===== src/rtl/ccu_defines.svh =====
// Purpose: constants of the compare condition unit
// Assumes: 24-bit words, octal opcodes written here as hex literals
// Notes:   how it works, listed below
//
// How it works
// - every compare forms second minus first; code is positive, negative or zero
// - algebraic compares are signed, logical compares treat operands as unsigned
// - opcode 31 signed-compares memory with index register 1, 2 or 3
// - memory-versus-index compare never indexes the direct reference, only indirect words
// - opcode 33 signed-compares memory word with the accumulator
// - opcode 32 signed-compares memory word with the extension register
// - opcode 0014 signed-compares 8-bit instruction operand with accumulator low byte
// - opcode 34 signed-compares memory low byte with accumulator low byte
// - compare-with-zero is 002400 plus one-hot field 01,02,04,10,20,40
// - compare-with-zero signed-compares the selected register against zero
// - several selected registers are ORed first; selecting none is legal
// - 00240030 ORs extension and accumulator, then signed-compares with zero
// - opcode 0025 with two one-hot fields compares them unsigned
// - opcode 0024 with two one-hot fields compares them signed
// - each register-to-register field ORs all registers it selects
`ifndef CCU_DEFINES_SVH
`define CCU_DEFINES_SVH

`define CCU_W            24
`define CCU_OPC_HI       23
`define CCU_OPC_LO       18
`define CCU_IND_BIT      17
`define CCU_X_HI         16
`define CCU_X_LO         14
`define CCU_AUG_LO       12
`define CCU_R1_HI        11
`define CCU_R1_LO        6
`define CCU_R2_HI        5
`define CCU_R2_LO        0
`define CCU_BYTE_HI      7

`define CCU_OPC_MEM_IDX  6'h19
`define CCU_OPC_MEM_EXT  6'h1a
`define CCU_OPC_MEM_ACC  6'h1b
`define CCU_OPC_MEM_BYTE 6'h1c
`define CCU_AUG_IMM      12'h00c
`define CCU_AUG_RR_SGN   12'h014
`define CCU_AUG_RR_UNS   12'h015
`define CCU_ZERO_BASE    18'h00500
`define CCU_SEL_DOUBLE   6'h18
`define CCU_X_MIN        3'h1
`define CCU_X_MAX        3'h3

`define CCU_SEL_I        0
`define CCU_SEL_J        1
`define CCU_SEL_K        2
`define CCU_SEL_E        3
`define CCU_SEL_A        4
`define CCU_SEL_T        5

`endif


===== src/rtl/ccu_pkg.sv =====
// Purpose: types shared by the compare condition unit
// Assumes: constants come from ccu_defines.svh
// Notes:   no numbers live here
`include "ccu_defines.svh"

package ccu_pkg;

	typedef logic [`CCU_W-1:0] ccu_word_t;

	typedef struct packed {
		logic pos;
		logic neg;
		logic zero;
	} ccu_cc_t;

	typedef struct packed {
		ccu_word_t t;
		ccu_word_t a;
		ccu_word_t e;
		ccu_word_t k;
		ccu_word_t j;
		ccu_word_t i;
	} ccu_gpr_t;

	typedef struct packed {
		logic       req;
		logic       indirect;
		logic [2:0] index_sel;
		logic       direct_index_en;
	} ccu_mem_req_t;

	typedef enum logic [2:0] {
		CCU_K_IDX,
		CCU_K_ACC,
		CCU_K_EXT,
		CCU_K_MEMB,
		CCU_K_IMM,
		CCU_K_RR
	} ccu_kind_t;

endpackage


===== src/rtl/ccu_compare_unit.sv =====
// Purpose: compare instruction group, sets only the condition code
// Assumes: i_start is taken only while o_busy is low; memory word arrives on i_mem_valid
// Notes:   operands are sampled, so the register file may move during a compare
`timescale 1ns/1ps
`default_nettype none
`include "ccu_defines.svh"

module ccu_compare_unit (
	input  wire logic               i_clk,
	input  wire logic               i_rst_n,
	input  wire logic               i_start,
	input  wire ccu_pkg::ccu_word_t i_instr,
	input  wire ccu_pkg::ccu_gpr_t  i_regs,
	input  wire logic               i_mem_valid,
	input  wire ccu_pkg::ccu_word_t i_mem_word,
	output ccu_pkg::ccu_mem_req_t   o_mem_req,
	output ccu_pkg::ccu_cc_t        o_cc,
	output logic                    o_cc_we,
	output logic                    o_busy,
	output logic                    o_illegal
);

	////////////////////////////////////////////////////////////////
	// helpers

	function automatic ccu_pkg::ccu_word_t or_sel(input logic [5:0] sel,
		input ccu_pkg::ccu_gpr_t r);
		ccu_pkg::ccu_word_t v;
		v = '0;
		if (sel[`CCU_SEL_I]) v = v | r.i;
		if (sel[`CCU_SEL_J]) v = v | r.j;
		if (sel[`CCU_SEL_K]) v = v | r.k;
		if (sel[`CCU_SEL_E]) v = v | r.e;
		if (sel[`CCU_SEL_A]) v = v | r.a;
		if (sel[`CCU_SEL_T]) v = v | r.t;
		return v;
	endfunction

	function automatic ccu_pkg::ccu_word_t sext8(input logic [`CCU_BYTE_HI:0] b);
		return {{(`CCU_W-`CCU_BYTE_HI-1){b[`CCU_BYTE_HI]}}, b};
	endfunction

	function automatic ccu_pkg::ccu_word_t idx_reg(input logic [2:0] x,
		input ccu_pkg::ccu_gpr_t r);
		ccu_pkg::ccu_word_t v;
		v = '0;
		case (x)
			3'h1: v = r.i;
			3'h2: v = r.j;
			3'h3: v = r.k;
			default: v = '0;
		endcase
		return v;
	endfunction

	////////////////////////////////////////////////////////////////
	// decode

	typedef enum logic [1:0] {
		ST_IDLE,
		ST_FETCH,
		ST_EXEC
	} ccu_state_t;

	wire logic [5:0]  opc;
	wire logic [11:0] aug;
	wire logic [17:0] hi18;
	wire logic [2:0]  xfld;
	wire logic [5:0]  r1fld;
	wire logic [5:0]  r2fld;
	wire logic        dec_idx;
	wire logic        dec_acc;
	wire logic        dec_ext;
	wire logic        dec_memb;
	wire logic        dec_imm;
	wire logic        dec_sgn_rr;
	wire logic        dec_uns_rr;
	wire logic        dec_zero;
	wire logic        dec_double;
	wire logic        dec_mem;
	wire logic        dec_any;
	wire logic        take;

	assign opc   = i_instr[`CCU_OPC_HI:`CCU_OPC_LO];
	assign aug   = i_instr[`CCU_W-1:`CCU_AUG_LO];
	assign hi18  = i_instr[`CCU_W-1:`CCU_R1_LO];
	assign xfld  = i_instr[`CCU_X_HI:`CCU_X_LO];
	assign r1fld = i_instr[`CCU_R1_HI:`CCU_R1_LO];
	assign r2fld = i_instr[`CCU_R2_HI:`CCU_R2_LO];

	// x of 0 or above 3 selects no index register, so it is not a compare
	assign dec_idx    = (opc == `CCU_OPC_MEM_IDX) && (xfld >= `CCU_X_MIN)
		&& (xfld <= `CCU_X_MAX);
	assign dec_acc    = (opc == `CCU_OPC_MEM_ACC);
	assign dec_ext    = (opc == `CCU_OPC_MEM_EXT);
	assign dec_memb   = (opc == `CCU_OPC_MEM_BYTE);
	assign dec_imm    = (aug == `CCU_AUG_IMM);
	assign dec_sgn_rr = (aug == `CCU_AUG_RR_SGN);
	assign dec_uns_rr = (aug == `CCU_AUG_RR_UNS);
	// zero compare is the signed form with an empty first field
	assign dec_zero   = (hi18 == `CCU_ZERO_BASE);
	assign dec_double = dec_zero && (r2fld == `CCU_SEL_DOUBLE);
	assign dec_mem    = dec_idx | dec_acc | dec_ext | dec_memb;
	assign dec_any    = dec_mem | dec_imm | dec_sgn_rr | dec_uns_rr;
	assign take       = i_start && !o_busy;

	////////////////////////////////////////////////////////////////
	// operand selection

	ccu_pkg::ccu_word_t reg_side;
	ccu_pkg::ccu_word_t first_rr;
	ccu_pkg::ccu_word_t mem_side;

	always_comb begin
		reg_side = or_sel(r2fld, i_regs);
		if (dec_idx)
			reg_side = idx_reg(xfld, i_regs);
		else if (dec_acc)
			reg_side = i_regs.a;
		else if (dec_ext)
			reg_side = i_regs.e;
		else if (dec_memb || dec_imm)
			reg_side = sext8(i_regs.a[`CCU_BYTE_HI:0]);
		else if (dec_double)
			reg_side = i_regs.e | i_regs.a;
	end

	// empty r1 in the zero form yields zero as first quantity
	assign first_rr = dec_imm ? sext8(i_instr[`CCU_BYTE_HI:0])
		: or_sel(r1fld, i_regs);

	ccu_pkg::ccu_kind_t kind_reg;

	assign mem_side = (kind_reg == ccu_pkg::CCU_K_MEMB)
		? sext8(i_mem_word[`CCU_BYTE_HI:0]) : i_mem_word;

	////////////////////////////////////////////////////////////////
	// sequencing

	ccu_state_t          state_reg;
	ccu_pkg::ccu_word_t  op_a_reg;
	ccu_pkg::ccu_word_t  op_b_reg;
	logic                signed_reg;
	ccu_pkg::ccu_cc_t    cmp_cc;
	ccu_pkg::ccu_kind_t  kind_next;

	always_comb begin
		kind_next = ccu_pkg::CCU_K_RR;
		if (dec_idx)
			kind_next = ccu_pkg::CCU_K_IDX;
		else if (dec_acc)
			kind_next = ccu_pkg::CCU_K_ACC;
		else if (dec_ext)
			kind_next = ccu_pkg::CCU_K_EXT;
		else if (dec_memb)
			kind_next = ccu_pkg::CCU_K_MEMB;
		else if (dec_imm)
			kind_next = ccu_pkg::CCU_K_IMM;
	end

	always_ff @(posedge i_clk or negedge i_rst_n) begin
		if (!i_rst_n) begin
			state_reg  <= ST_IDLE;
			kind_reg   <= ccu_pkg::CCU_K_RR;
			op_a_reg   <= '0;
			op_b_reg   <= '0;
			signed_reg <= 1'b1;
		end else begin
			case (state_reg)
				ST_IDLE: begin
					if (take && dec_any) begin
						kind_reg   <= kind_next;
						op_b_reg   <= reg_side;
						op_a_reg   <= first_rr;
						signed_reg <= !dec_uns_rr;
						state_reg  <= dec_mem ? ST_FETCH : ST_EXEC;
					end
				end
				ST_FETCH: begin
					if (i_mem_valid) begin
						op_a_reg  <= mem_side;
						state_reg <= ST_EXEC;
					end
				end
				ST_EXEC: state_reg <= ST_IDLE;
				default: state_reg <= ST_IDLE;
			endcase
		end
	end

	ccu_mag_cmp u_cmp (
		.i_signed (signed_reg),
		.i_a      (op_a_reg),
		.i_b      (op_b_reg),
		.o_cc     (cmp_cc)
	);

	////////////////////////////////////////////////////////////////
	// outputs, all registered

	always_ff @(posedge i_clk or negedge i_rst_n) begin
		if (!i_rst_n) begin
			o_cc      <= '0;
			o_cc_we   <= 1'b0;
			o_illegal <= 1'b0;
		end else begin
			o_cc_we   <= (state_reg == ST_EXEC);
			o_illegal <= take && !dec_any;
			if (state_reg == ST_EXEC)
				o_cc <= cmp_cc;
		end
	end

	always_ff @(posedge i_clk or negedge i_rst_n) begin
		if (!i_rst_n) begin
			o_busy    <= 1'b0;
			o_mem_req <= '0;
		end else begin
			if (take && dec_any)
				o_busy <= 1'b1;
			else if (state_reg == ST_EXEC)
				o_busy <= 1'b0;
			if (take && dec_mem) begin
				o_mem_req.req             <= 1'b1;
				o_mem_req.indirect        <= i_instr[`CCU_IND_BIT];
				// x of the index compare names the register, not an index
				o_mem_req.index_sel       <= dec_idx ? 3'h0 : xfld;
				o_mem_req.direct_index_en <= !dec_idx;
			end else if (state_reg == ST_FETCH && i_mem_valid) begin
				o_mem_req <= '0;
			end
		end
	end

	////////////////////////////////////////////////////////////////
	// checks

	property p_cc_onehot;
		@(posedge i_clk) disable iff (!i_rst_n)
		o_cc_we |-> $onehot(o_cc);
	endproperty
	a_cc_onehot: assert property (p_cc_onehot) else $error("code not one-hot");

	property p_cc_signed;
		@(posedge i_clk) disable iff (!i_rst_n)
		(o_cc_we && signed_reg) |-> (o_cc.pos == ($signed(op_b_reg) > $signed(op_a_reg)))
			&& (o_cc.neg == ($signed(op_b_reg) < $signed(op_a_reg)));
	endproperty
	a_cc_signed: assert property (p_cc_signed) else $error("signed order wrong");

	property p_cc_unsigned;
		@(posedge i_clk) disable iff (!i_rst_n)
		(o_cc_we && !signed_reg) |-> (o_cc.pos == (op_b_reg > op_a_reg))
			&& (o_cc.zero == (op_b_reg == op_a_reg));
	endproperty
	a_cc_unsigned: assert property (p_cc_unsigned) else $error("unsigned order wrong");

	property p_idx_nodirect;
		@(posedge i_clk) disable iff (!i_rst_n)
		(take && dec_idx) |=> o_mem_req.req && !o_mem_req.direct_index_en;
	endproperty
	a_idx_nodirect: assert property (p_idx_nodirect) else $error("direct ref indexed");

	property p_acc_operand;
		@(posedge i_clk) disable iff (!i_rst_n)
		(take && dec_acc) |=> (op_b_reg == $past(i_regs.a)) && signed_reg;
	endproperty
	a_acc_operand: assert property (p_acc_operand) else $error("accumulator not taken");

	property p_imm_byte;
		@(posedge i_clk) disable iff (!i_rst_n)
		(take && dec_imm) |=> (op_a_reg == sext8($past(i_instr[`CCU_BYTE_HI:0])))
			##1 o_cc_we;
	endproperty
	a_imm_byte: assert property (p_imm_byte) else $error("immediate byte compare");

	property p_zero_double;
		@(posedge i_clk) disable iff (!i_rst_n)
		(take && dec_double) |=> (op_a_reg == '0)
			&& (op_b_reg == ($past(i_regs.e) | $past(i_regs.a)));
	endproperty
	a_zero_double: assert property (p_zero_double) else $error("double zero compare");

	property p_mem_wait;
		@(posedge i_clk) disable iff (!i_rst_n)
		(state_reg == ST_FETCH && !i_mem_valid) |=> !o_cc_we && o_mem_req.req;
	endproperty
	a_mem_wait: assert property (p_mem_wait) else $error("finished without memory");

	property p_cc_only_at_end;
		@(posedge i_clk) disable iff (!i_rst_n)
		$changed(o_cc) |-> o_cc_we && $past(state_reg == ST_EXEC);
	endproperty
	a_cc_only_at_end: assert property (p_cc_only_at_end) else $error("code moved early");

	property p_reg_latency;
		@(posedge i_clk) disable iff (!i_rst_n)
		(take && (dec_sgn_rr || dec_uns_rr)) |=> o_busy ##1 o_cc_we;
	endproperty
	a_reg_latency: assert property (p_reg_latency) else $error("register compare late");

endmodule

`default_nettype wire


===== src/rtl/ccu_mag_cmp.sv =====
// Purpose: signed or unsigned magnitude compare into a condition code
// Assumes: a is the first quantity, b the second
// Notes:   purely combinational
`timescale 1ns/1ps
`default_nettype none
`include "ccu_defines.svh"

module ccu_mag_cmp (
	input  wire logic              i_signed,
	input  wire ccu_pkg::ccu_word_t i_a,
	input  wire ccu_pkg::ccu_word_t i_b,
	output ccu_pkg::ccu_cc_t        o_cc
);

	// flipping the sign bit turns a signed order into an unsigned one
	wire logic [`CCU_W-1:0] a_adj;
	wire logic [`CCU_W-1:0] b_adj;

	assign a_adj = {i_a[`CCU_W-1] ^ i_signed, i_a[`CCU_W-2:0]};
	assign b_adj = {i_b[`CCU_W-1] ^ i_signed, i_b[`CCU_W-2:0]};

	// one driver for the whole code: pos, neg, zero
	assign o_cc = {(b_adj > a_adj), (b_adj < a_adj), (a_adj == b_adj)};

endmodule

`default_nettype wire


===== config.mk =====
export PLATFORM = sky130hd
export DESIGN_NAME = ccu_compare_unit
export DESIGN_NICKNAME = d
export VERILOG_FILES = /design/src/rtl/ccu_pkg.sv /design/src/rtl/ccu_compare_unit.sv /design/src/rtl/ccu_mag_cmp.sv
export VERILOG_INCLUDE_DIRS = /design/src /design/src/rtl
export SDC_FILE = /design/constraint.sdc
export NUM_CORES = 1
export LEC_CHECK = 0
export BUFFER_PORTS_ARGS = -buffer_cell sky130_fd_sc_hd__buf_2
export CAP_MARGIN = 20
export CORE_ASPECT_RATIO = 1.25
export CORE_MARGIN = 4
export CORE_UTILIZATION = 50
export CTS_BUF_LIST = sky130_fd_sc_hd__clkbuf_4 sky130_fd_sc_hd__clkbuf_8
export CTS_CLUSTER_DIAMETER = 200
export DETAILED_ROUTE_END_ITERATION = 6
export PLACE_DENSITY_LB_ADDON = 0.25
export SYNTH_ARGS = -nofsm -noshare
export SYNTH_HDL_FRONTEND = slang
export SYNTH_SLANG_ARGS = --single-unit
export TNS_END_PERCENT = 10

===== constraint.sdc =====
create_clock -name i_clk -period 3 [get_ports i_clk]
set_clock_uncertainty 0.15 [all_clocks]
set_input_delay 0.6 -clock i_clk [delete_from_list [all_inputs] [get_ports i_clk]]
set_output_delay 0.6 -clock i_clk [all_outputs]
set_load 0.05 [all_outputs]

==> results of run 1 <==
-- worst max-delay path, delay by kind of cell (launching register included) --
family / cells / cell delay (ps)
AO/OA/AOI/OAI: 1 / 140
adder cells (fa/ha/maj): 1 / 300
flip-flops: 1 / 570
AND/OR/NAND/NOR: 4 / 1270
XOR/XNOR: 1 / 80
-- power by group through the flow --
stage | combinational [mW] | clock [mW] | sequential, mW
2_1_floorplan | 0.680 | 0 | 1.19
3_3_place_gp | 1.11 | 0 | 1.17
3_5_place_dp | 1.14 | 0 | 1.17
4_1_cts | 1.14 | 0.859 | 1.16
5_1_grt | 1.28 | 0.894 | 1.18
6_report | 1.17 | 0.857 | 1.16
-- layout make-up --
cell class,count,area share [%]
sequential,66,21.10
timing repair buffer,232,15.60
inverter,44,2.105
tap,168,2.679
clock inverter,5,0.9888
antenna,2,0.06380
multi-input combinational,664,55.61
clock buffer,11,1.850
-- metrics by stage --
stage | cells | hold WS (ps) | total power, mW | util [%] | setup WS [ps]
2_1_floorplan | 852 | 154.4 | 1.868 | - | 660.9
3_3_place_gp | 1173 | 293.6 | 2.283 | 59.56 | 373.3
3_5_place_dp | 1173 | 304.3 | 2.307 | 59.56 | 330.3
4_1_cts | 1189 | 305.5 | 3.158 | 61.30 | 365.9
5_1_grt | 1191 | 336.3 | 3.355 | 61.38 | 257.7
6_report | 1192 | 281.5 | 3.186 | 61.40 | 382.7
-- cells in the mapped netlist (all sizes together) (3+ instances only) --
library cell and number:
mux2 24, nor3 11, ha 24, nor4 3, dfrtp 63, a22oi 165, o211ai 7, buf 24
nand2b 5, nand4 25, clkbuf 54, o221ai 7, a31oi 8, nand3b 4, o31ai 16, a21oi 95
nor2b 4, inv 44, nand3 39, a21o 4, nand2 80, a21boi 7, dfstp 3, o21ai 61
nor2 28, o22a 17
-- cell families after synthesis --
group                      Yosys count
AOI/OAI and AO/OA                  401
and+or+nand+nor                    211
buffers and inverters              122
DFF                                 66
muxes                               25
adders and majority gates           24
xor gates and xnor gates             3
-- routing by layer --
| metal | share of wire, % | wire length, um | vias to the layer above | GRT usage, % |
|---|---|---|---|---|
| met4 | 3.2 | 833 | 0 | 13.48 |
| met3 | 13 | 3454 | 102 | 8.694 |
| met5 | 0 | 0 | - | 0 |
| met2 | 44 | 11610 | 651 | 53.17 |
| met1 | 39 | 10230 | 3722 | 45.91 |
| li1 | - | - | 3614 | - |
-- worst max-delay path by stage --
stage	to	slack, ps	depth (start not counted)
final	o_cc[2]$_DFFE_PN0P_	380	7
after global routing	o_cc[2]$_DFFE_PN0P_	260	7
after CTS	o_cc[2]$_DFFE_PN0P_	370	7
after detailed placement	op_a_reg[4]$_DFFE_PN0P_	330	8
after global placement	o_cc[2]$_DFFE_PN0P_	370	7
after floorplan	o_cc[2]$_DFFE_PN0P_	660	7
==> flow_metrics.py, run 1 <==
metrics = {
    "finish": {
        "final_common_cell": "buf_2",
        "layout_common_cells": "207 x buf_2, 165 x a22oi_1, 94 x a21oi_1, 78 x nand2_1, 63 x dfrtp_1",
        "finalNetCount": 1237,
        "register_area_mm2": 0.001655,
        "fill_cells": 1254,
        "stdcell_area_mm2": 0.007845,
        "syn2layout_area_growth_pct": 19.75,
        "multi_input_area_mm2": 0.004363,
        "drive_above_1_share_pct": 28.57,
    },
    "setup_path": {
        "cp.arrival_ps": 2730,
        "worst-path-max-fanout": 4,
        "reg2reg_slack_ps": 380,
        "reg2reg_to": "o_cc[2]$_DFFE_PN0P_",
        "crit_slowest_cell": "dfstp_2",
        "r2r_cells": 7,
        "startpoint_type": "register",
        "startpoint": "signed_reg$_DFFE_PN1P_",
        "path_cells": "xor2_1 > ha_1 > nand4_1 > nor4_1 > nand2_1 > or4_1 > o211a_1",
        "worst_ep_required_time_ps": 3110,
        "r2r-start": "signed_reg$_DFFE_PN1P_",
        "end_kind": "register",
        "critical_path.max_stage_delay_ps": 570,
        "setup.worst_path.class": "reg2reg",
    },
    "global_routing": {
        "grt.overflow.total": 0,
        "track_usage_pct": 34.39,
        "grt_max_degree": 67,
        "antenna_found_initial": 1,
        "grt_pass1_vias": 7818,
        "grt_pass1_wl_mm": 40.34,
    },
    "timing": {
        "rsz0062_at_grt": "false",
        "tns_ps": 0,
        "relSlewSlack_pct": 42.61,
        "setup_viol": 0,
        "maxSlewViolCount": 0,
        "worst_slew_pin_slew_ps": 860.8,
        "min_period_ps": 2617,
        "fmax_mhz": 382.1,
        "finalHoldViolations": 0,
        "period_share_pct": 87.24,
    },
    "hold_path": {
        "hold_class": "in2async",
    },
    "run_status": {
        "status": "finished clean",
    },
    "synthesis": {
        "yosysTopAreaCell": "dfrtp_1",
        "synth.distinct_cells": 64,
        "synth_top_family_by_area": "compound AO/OA/AOI/OAI gates",
        "yosysSeqAreaShare_pct": 25.27,
        "synthSimpleGateAreaFrac_pct": 16.37,
        "ys_async_sr_fraction_pct": 100.0,
        "synthMuxAreaShare_pct": 4.278,
        "ys.flop_type": "dfrtp_1",
        "syn_nets": 1072,
        "synth_top_area_share_pct": 24.06,
        "synth_cells": 852,
        "synth_fa_ha_area_share_pct": 4.584,
        "yosys_warnings": 0,
        "synth.cell_area_mm2": 0.006551,
        "synth.area.top_cells": "dfrtp_1 24%, a22oi_1 19%, a21oi_1 7.2%, ha_1 4.6%, nand2_1 4.5%",
        "synth-edff-count": 0,
        "synth_area_per_cell_um2": 7.689,
        "ys_ff_latch": 66,
        "synth_compound_area_share_pct": 40.97,
        "synth-xor-area-share_pct": 0.4011,
    },
    "placed_design": {
        "dp_hpwl_mm": 18.77,
        "placed_cell_area_mm2": 0.007610,
        "place.gp.congestion": 0.9422,
        "port_buffers": 207,
    },
    "clocking": {
        "cts_tree": "yes",
        "clock_latency_ps": 370,
        "max-clock-path-buffers": 2,
        "numCtsBuffers": 9,
        "htree_num_levels": 3,
        "cts_setup_buffers": 0,
        "cts_root_buf": "clkbuf_8",
        "clock_sinks": 66,
        "cts_resized": 0,
        "clk_pin_slew_ps": 70,
        "cts-hold-fix-buffers": 0,
    },
    "drt": {
        "vias": 8089,
        "vias_per_cell": 6.786,
        "drc": 0,
        "drtPass1Iterations": 6,
        "drtIter0Drc": 1139,
        "ant_nets": 0,
        "wire_per_inst_um": 21.92,
        "wl_mm": 26.13,
    },
    "floorplan": {
        "rows": 46,
        "die-area_mm2": 0.01501,
        "initial_core_util_pct": 51.27,
        "boundaryPins": 208,
        "chipHeight_um": 136.0,
        "die_w_um": 110.4,
        "core-area_mm2": 0.01278,
    },
    "pwr": {
        "intPower_mw": 2.033,
        "power_density_mw_per_mm2": 406.1,
        "net-switching-power_mw": 1.153,
        "leakagePower_nw": 3.797,
        "switching_share_pct": 36.19,
        "pwr-share-clk_pct": 26.9,
        "ir_worst_vdd_v": 0.0002685,
        "seq_power_share_pct": 36.4,
        "power_frac_comb_pct": 36.7,
    },
    "job": {
        "cap_viol_max_count": 0,
    },
}
Note: power is estimated with default switching activity, not from simulation.
==> inputs of run 2 (changes only) <==
--- a/config.mk
+++ b/config.mk
@@ -10,11 +10,12 @@
 export CAP_MARGIN = 20
 export CORE_ASPECT_RATIO = 1.25
 export CORE_MARGIN = 4
-export CORE_UTILIZATION = 50
+export CORE_UTILIZATION = 40
 export CTS_BUF_LIST = sky130_fd_sc_hd__clkbuf_4 sky130_fd_sc_hd__clkbuf_8
 export CTS_CLUSTER_DIAMETER = 200
 export DETAILED_ROUTE_END_ITERATION = 6
 export PLACE_DENSITY_LB_ADDON = 0.25
+export SLEW_MARGIN = 20
 export SYNTH_ARGS = -nofsm -noshare
 export SYNTH_HDL_FRONTEND = slang
 export SYNTH_SLANG_ARGS = --single-unit
==> run 2 against run 1 <==
  * Worst setup slack better by 66 ps
  * Sequential power about the same
  * Clock power shrank 19%
  * Largest power group unchanged
  * Die area increased by 23%
  * Combinational power is essentially flat
  * Via count decreased by 2.0%
  * Sequential cell count stayed put
  * Wire length up 4.1%
  * Sequential share of layout area down 0.20 points
  * Clock-buffer cell count unchanged
  * Global-route usage down 5.3 points
==> flow_metrics.py, run 2 (synthesis gave the netlist of run 1 again) <==
metrics = {
    "clocking": {
        "cts_setup_buffers": 0,
        "max-clock-path-buffers": 2,
        "cts_resized": 0,
        "clock_latency_ps": 360,
        "numCtsBuffers": 9,
        "cts_root_buf": "clkbuf_8",
        "cts-hold-fix-buffers": 0,
        "clock_sinks": 66,
        "htree_num_levels": 3,
        "clk_pin_slew_ps": 80,
        "cts_tree": "yes",
    },
    "global_routing": {
        "busiest_layer": "met2",
        "grt_use_met1_pct": 40.20,
        "grt_pass1_wl_mm": 42.24,
        "grt_pass1_vias": 7826,
        "grt.met3_usage_pct": 5.192,
        "grt_max_degree": 37,
        "grt.overflow.total": 0,
        "antenna_found_initial": 2,
        "grt_util_met2_pct": 45.17,
        "track_usage_pct": 29.09,
    },
    "timing": {
        "fmax_mhz": 392.0,
        "min_period_ps": 2551,
        "rsz0062_at_grt": "false",
        "maxSlewViolCount": 0,
        "setup_viol": 0,
        "worst_slew_pin_slew_ps": 659.2,
        "tns_ps": 0,
        "relSlewSlack_pct": 55.95,
        "period_share_pct": 85.04,
        "finalHoldViolations": 0,
    },
    "pwr": {
        "power_density_mw_per_mm2": 382.5,
        "leakagePower_nw": 3.797,
        "ir_worst_vdd_v": 0.0002008,
    },
    "run_status": {
        "status": "finished clean",
    },
    "finish": {
        "register_area_mm2": 0.001655,
        "syn2layout_area_growth_pct": 20.91,
        "fill_cells": 1693,
        "fin_util_pct": 49.09,
        "finalNetCount": 1238,
        "final_common_cell": "buf_2",
        "layout_common_cells": "207 x buf_2, 165 x a22oi_1, 94 x a21oi_1, 78 x nand2_1, 63 x dfrtp_1",
        "stdcell_area_mm2": 0.007921,
        "drive_above_1_share_pct": 28.74,
        "multi_input_area_mm2": 0.004367,
    },
    "drt": {
        "drtPass1Iterations": 5,
        "vias": 7927,
        "vias_per_cell": 6.382,
        "ant_nets": 0,
        "wl_mm": 27.20,
        "drc": 0,
        "wire_per_inst_um": 21.90,
        "drtIter0Drc": 878,
    },
    "setup_path": {
        "setup.worst_path.class": "reg2reg",
        "worst-path-max-fanout": 4,
        "startpoint_type": "register",
        "cp.arrival_ps": 2650,
        "end_kind": "register",
        "worst_ep_required_time_ps": 3100,
    },
    "floorplan": {
        "chipHeight_um": 151.1,
        "boundaryPins": 208,
        "die-area_mm2": 0.01850,
        "die_w_um": 122.5,
        "rows": 52,
        "initial_core_util_pct": 40.60,
        "core-area_mm2": 0.01614,
    },
    "placed_design": {
        "dp_hpwl_mm": 20.06,
        "placed_cell_area_mm2": 0.007735,
        "port_buffers": 207,
        "place.gp.congestion": 0.9435,
    },
    "hold_path": {
        "hold_class": "in2async",
    },
    "job": {
        "cap_viol_max_count": 0,
    },
}
[run 2: per-layer routing]
layer | part of all wire (%) | wire (um) | vias up
met1 | 42 | 11470 | 3723
met4 | 3.5 | 946 | 0
met5 | 0 | 0 | -
met2 | 45 | 12250 | 512
met3 | 9.3 | 2535 | 80
li1 | - | - | 3612
[run 2: cell type report]
class,count,share of cell area [%]
Inverter,44,2.085
Timing Repair Buffer,233,16.17
Multi-Input combinational cell,664,55.13
Antenna cell,3,0.09477
Tap cell,216,3.412
Clock buffer,11,1.832
Sequential cell,66,20.90
Clock inverter,5,0.3791
[run 2: through the flow]
stage	hold WS, ps	cells	worst slack [ps]	power, mW
floorplan	154.4	852	660.9	1.868
detailed placement	307.8	1223	453.2	2.330
global route	83.72	1241	345.4	3.218
global placement	305.2	1223	503.2	2.309
CTS	58.17	1239	439.1	3.026
finish	51.60	1242	448.8	3.030
[run 2: final timing paths]
path	slack (ps)	start	endpoint	cells past startpoint
worst max-delay path	450	signed_reg$_DFFE_PN1P_	o_cc[2]$_DFFE_PN0P_	7
worst min-delay path	50	i_rst_n	op_a_reg[14]$_DFFE_PN0P_	1
worst max register to register	450	signed_reg$_DFFE_PN1P_	o_cc[2]$_DFFE_PN0P_	7
worst min register to register	310	kind_reg[0]$_DFFE_PN1P_	kind_reg[0]$_DFFE_PN1P_	2
max in group asynchronous	1940	i_rst_n	signed_reg$_DFFE_PN1P_	2
min in group i_clk	310	kind_reg[0]$_DFFE_PN1P_	kind_reg[0]$_DFFE_PN1P_	2
[run 2: power by group]
part | internal (mW) | total (mW) | switching (mW)
clock | 0.327 | 0.690 | 0.363
combinational | 0.490 | 1.18 | 0.690
sequential | 1.05 | 1.16 | 0.109
total | 1.87 | 3.03 | 1.16
[run 2: critical path: stages (launching register included)]
cell and delay (ps):
dfstp_2 560, xnor2_1 80, ha_1 300, nand4_1 160, nor4_1 420, nand2_1 130
or4_1 520, o211a_1 130
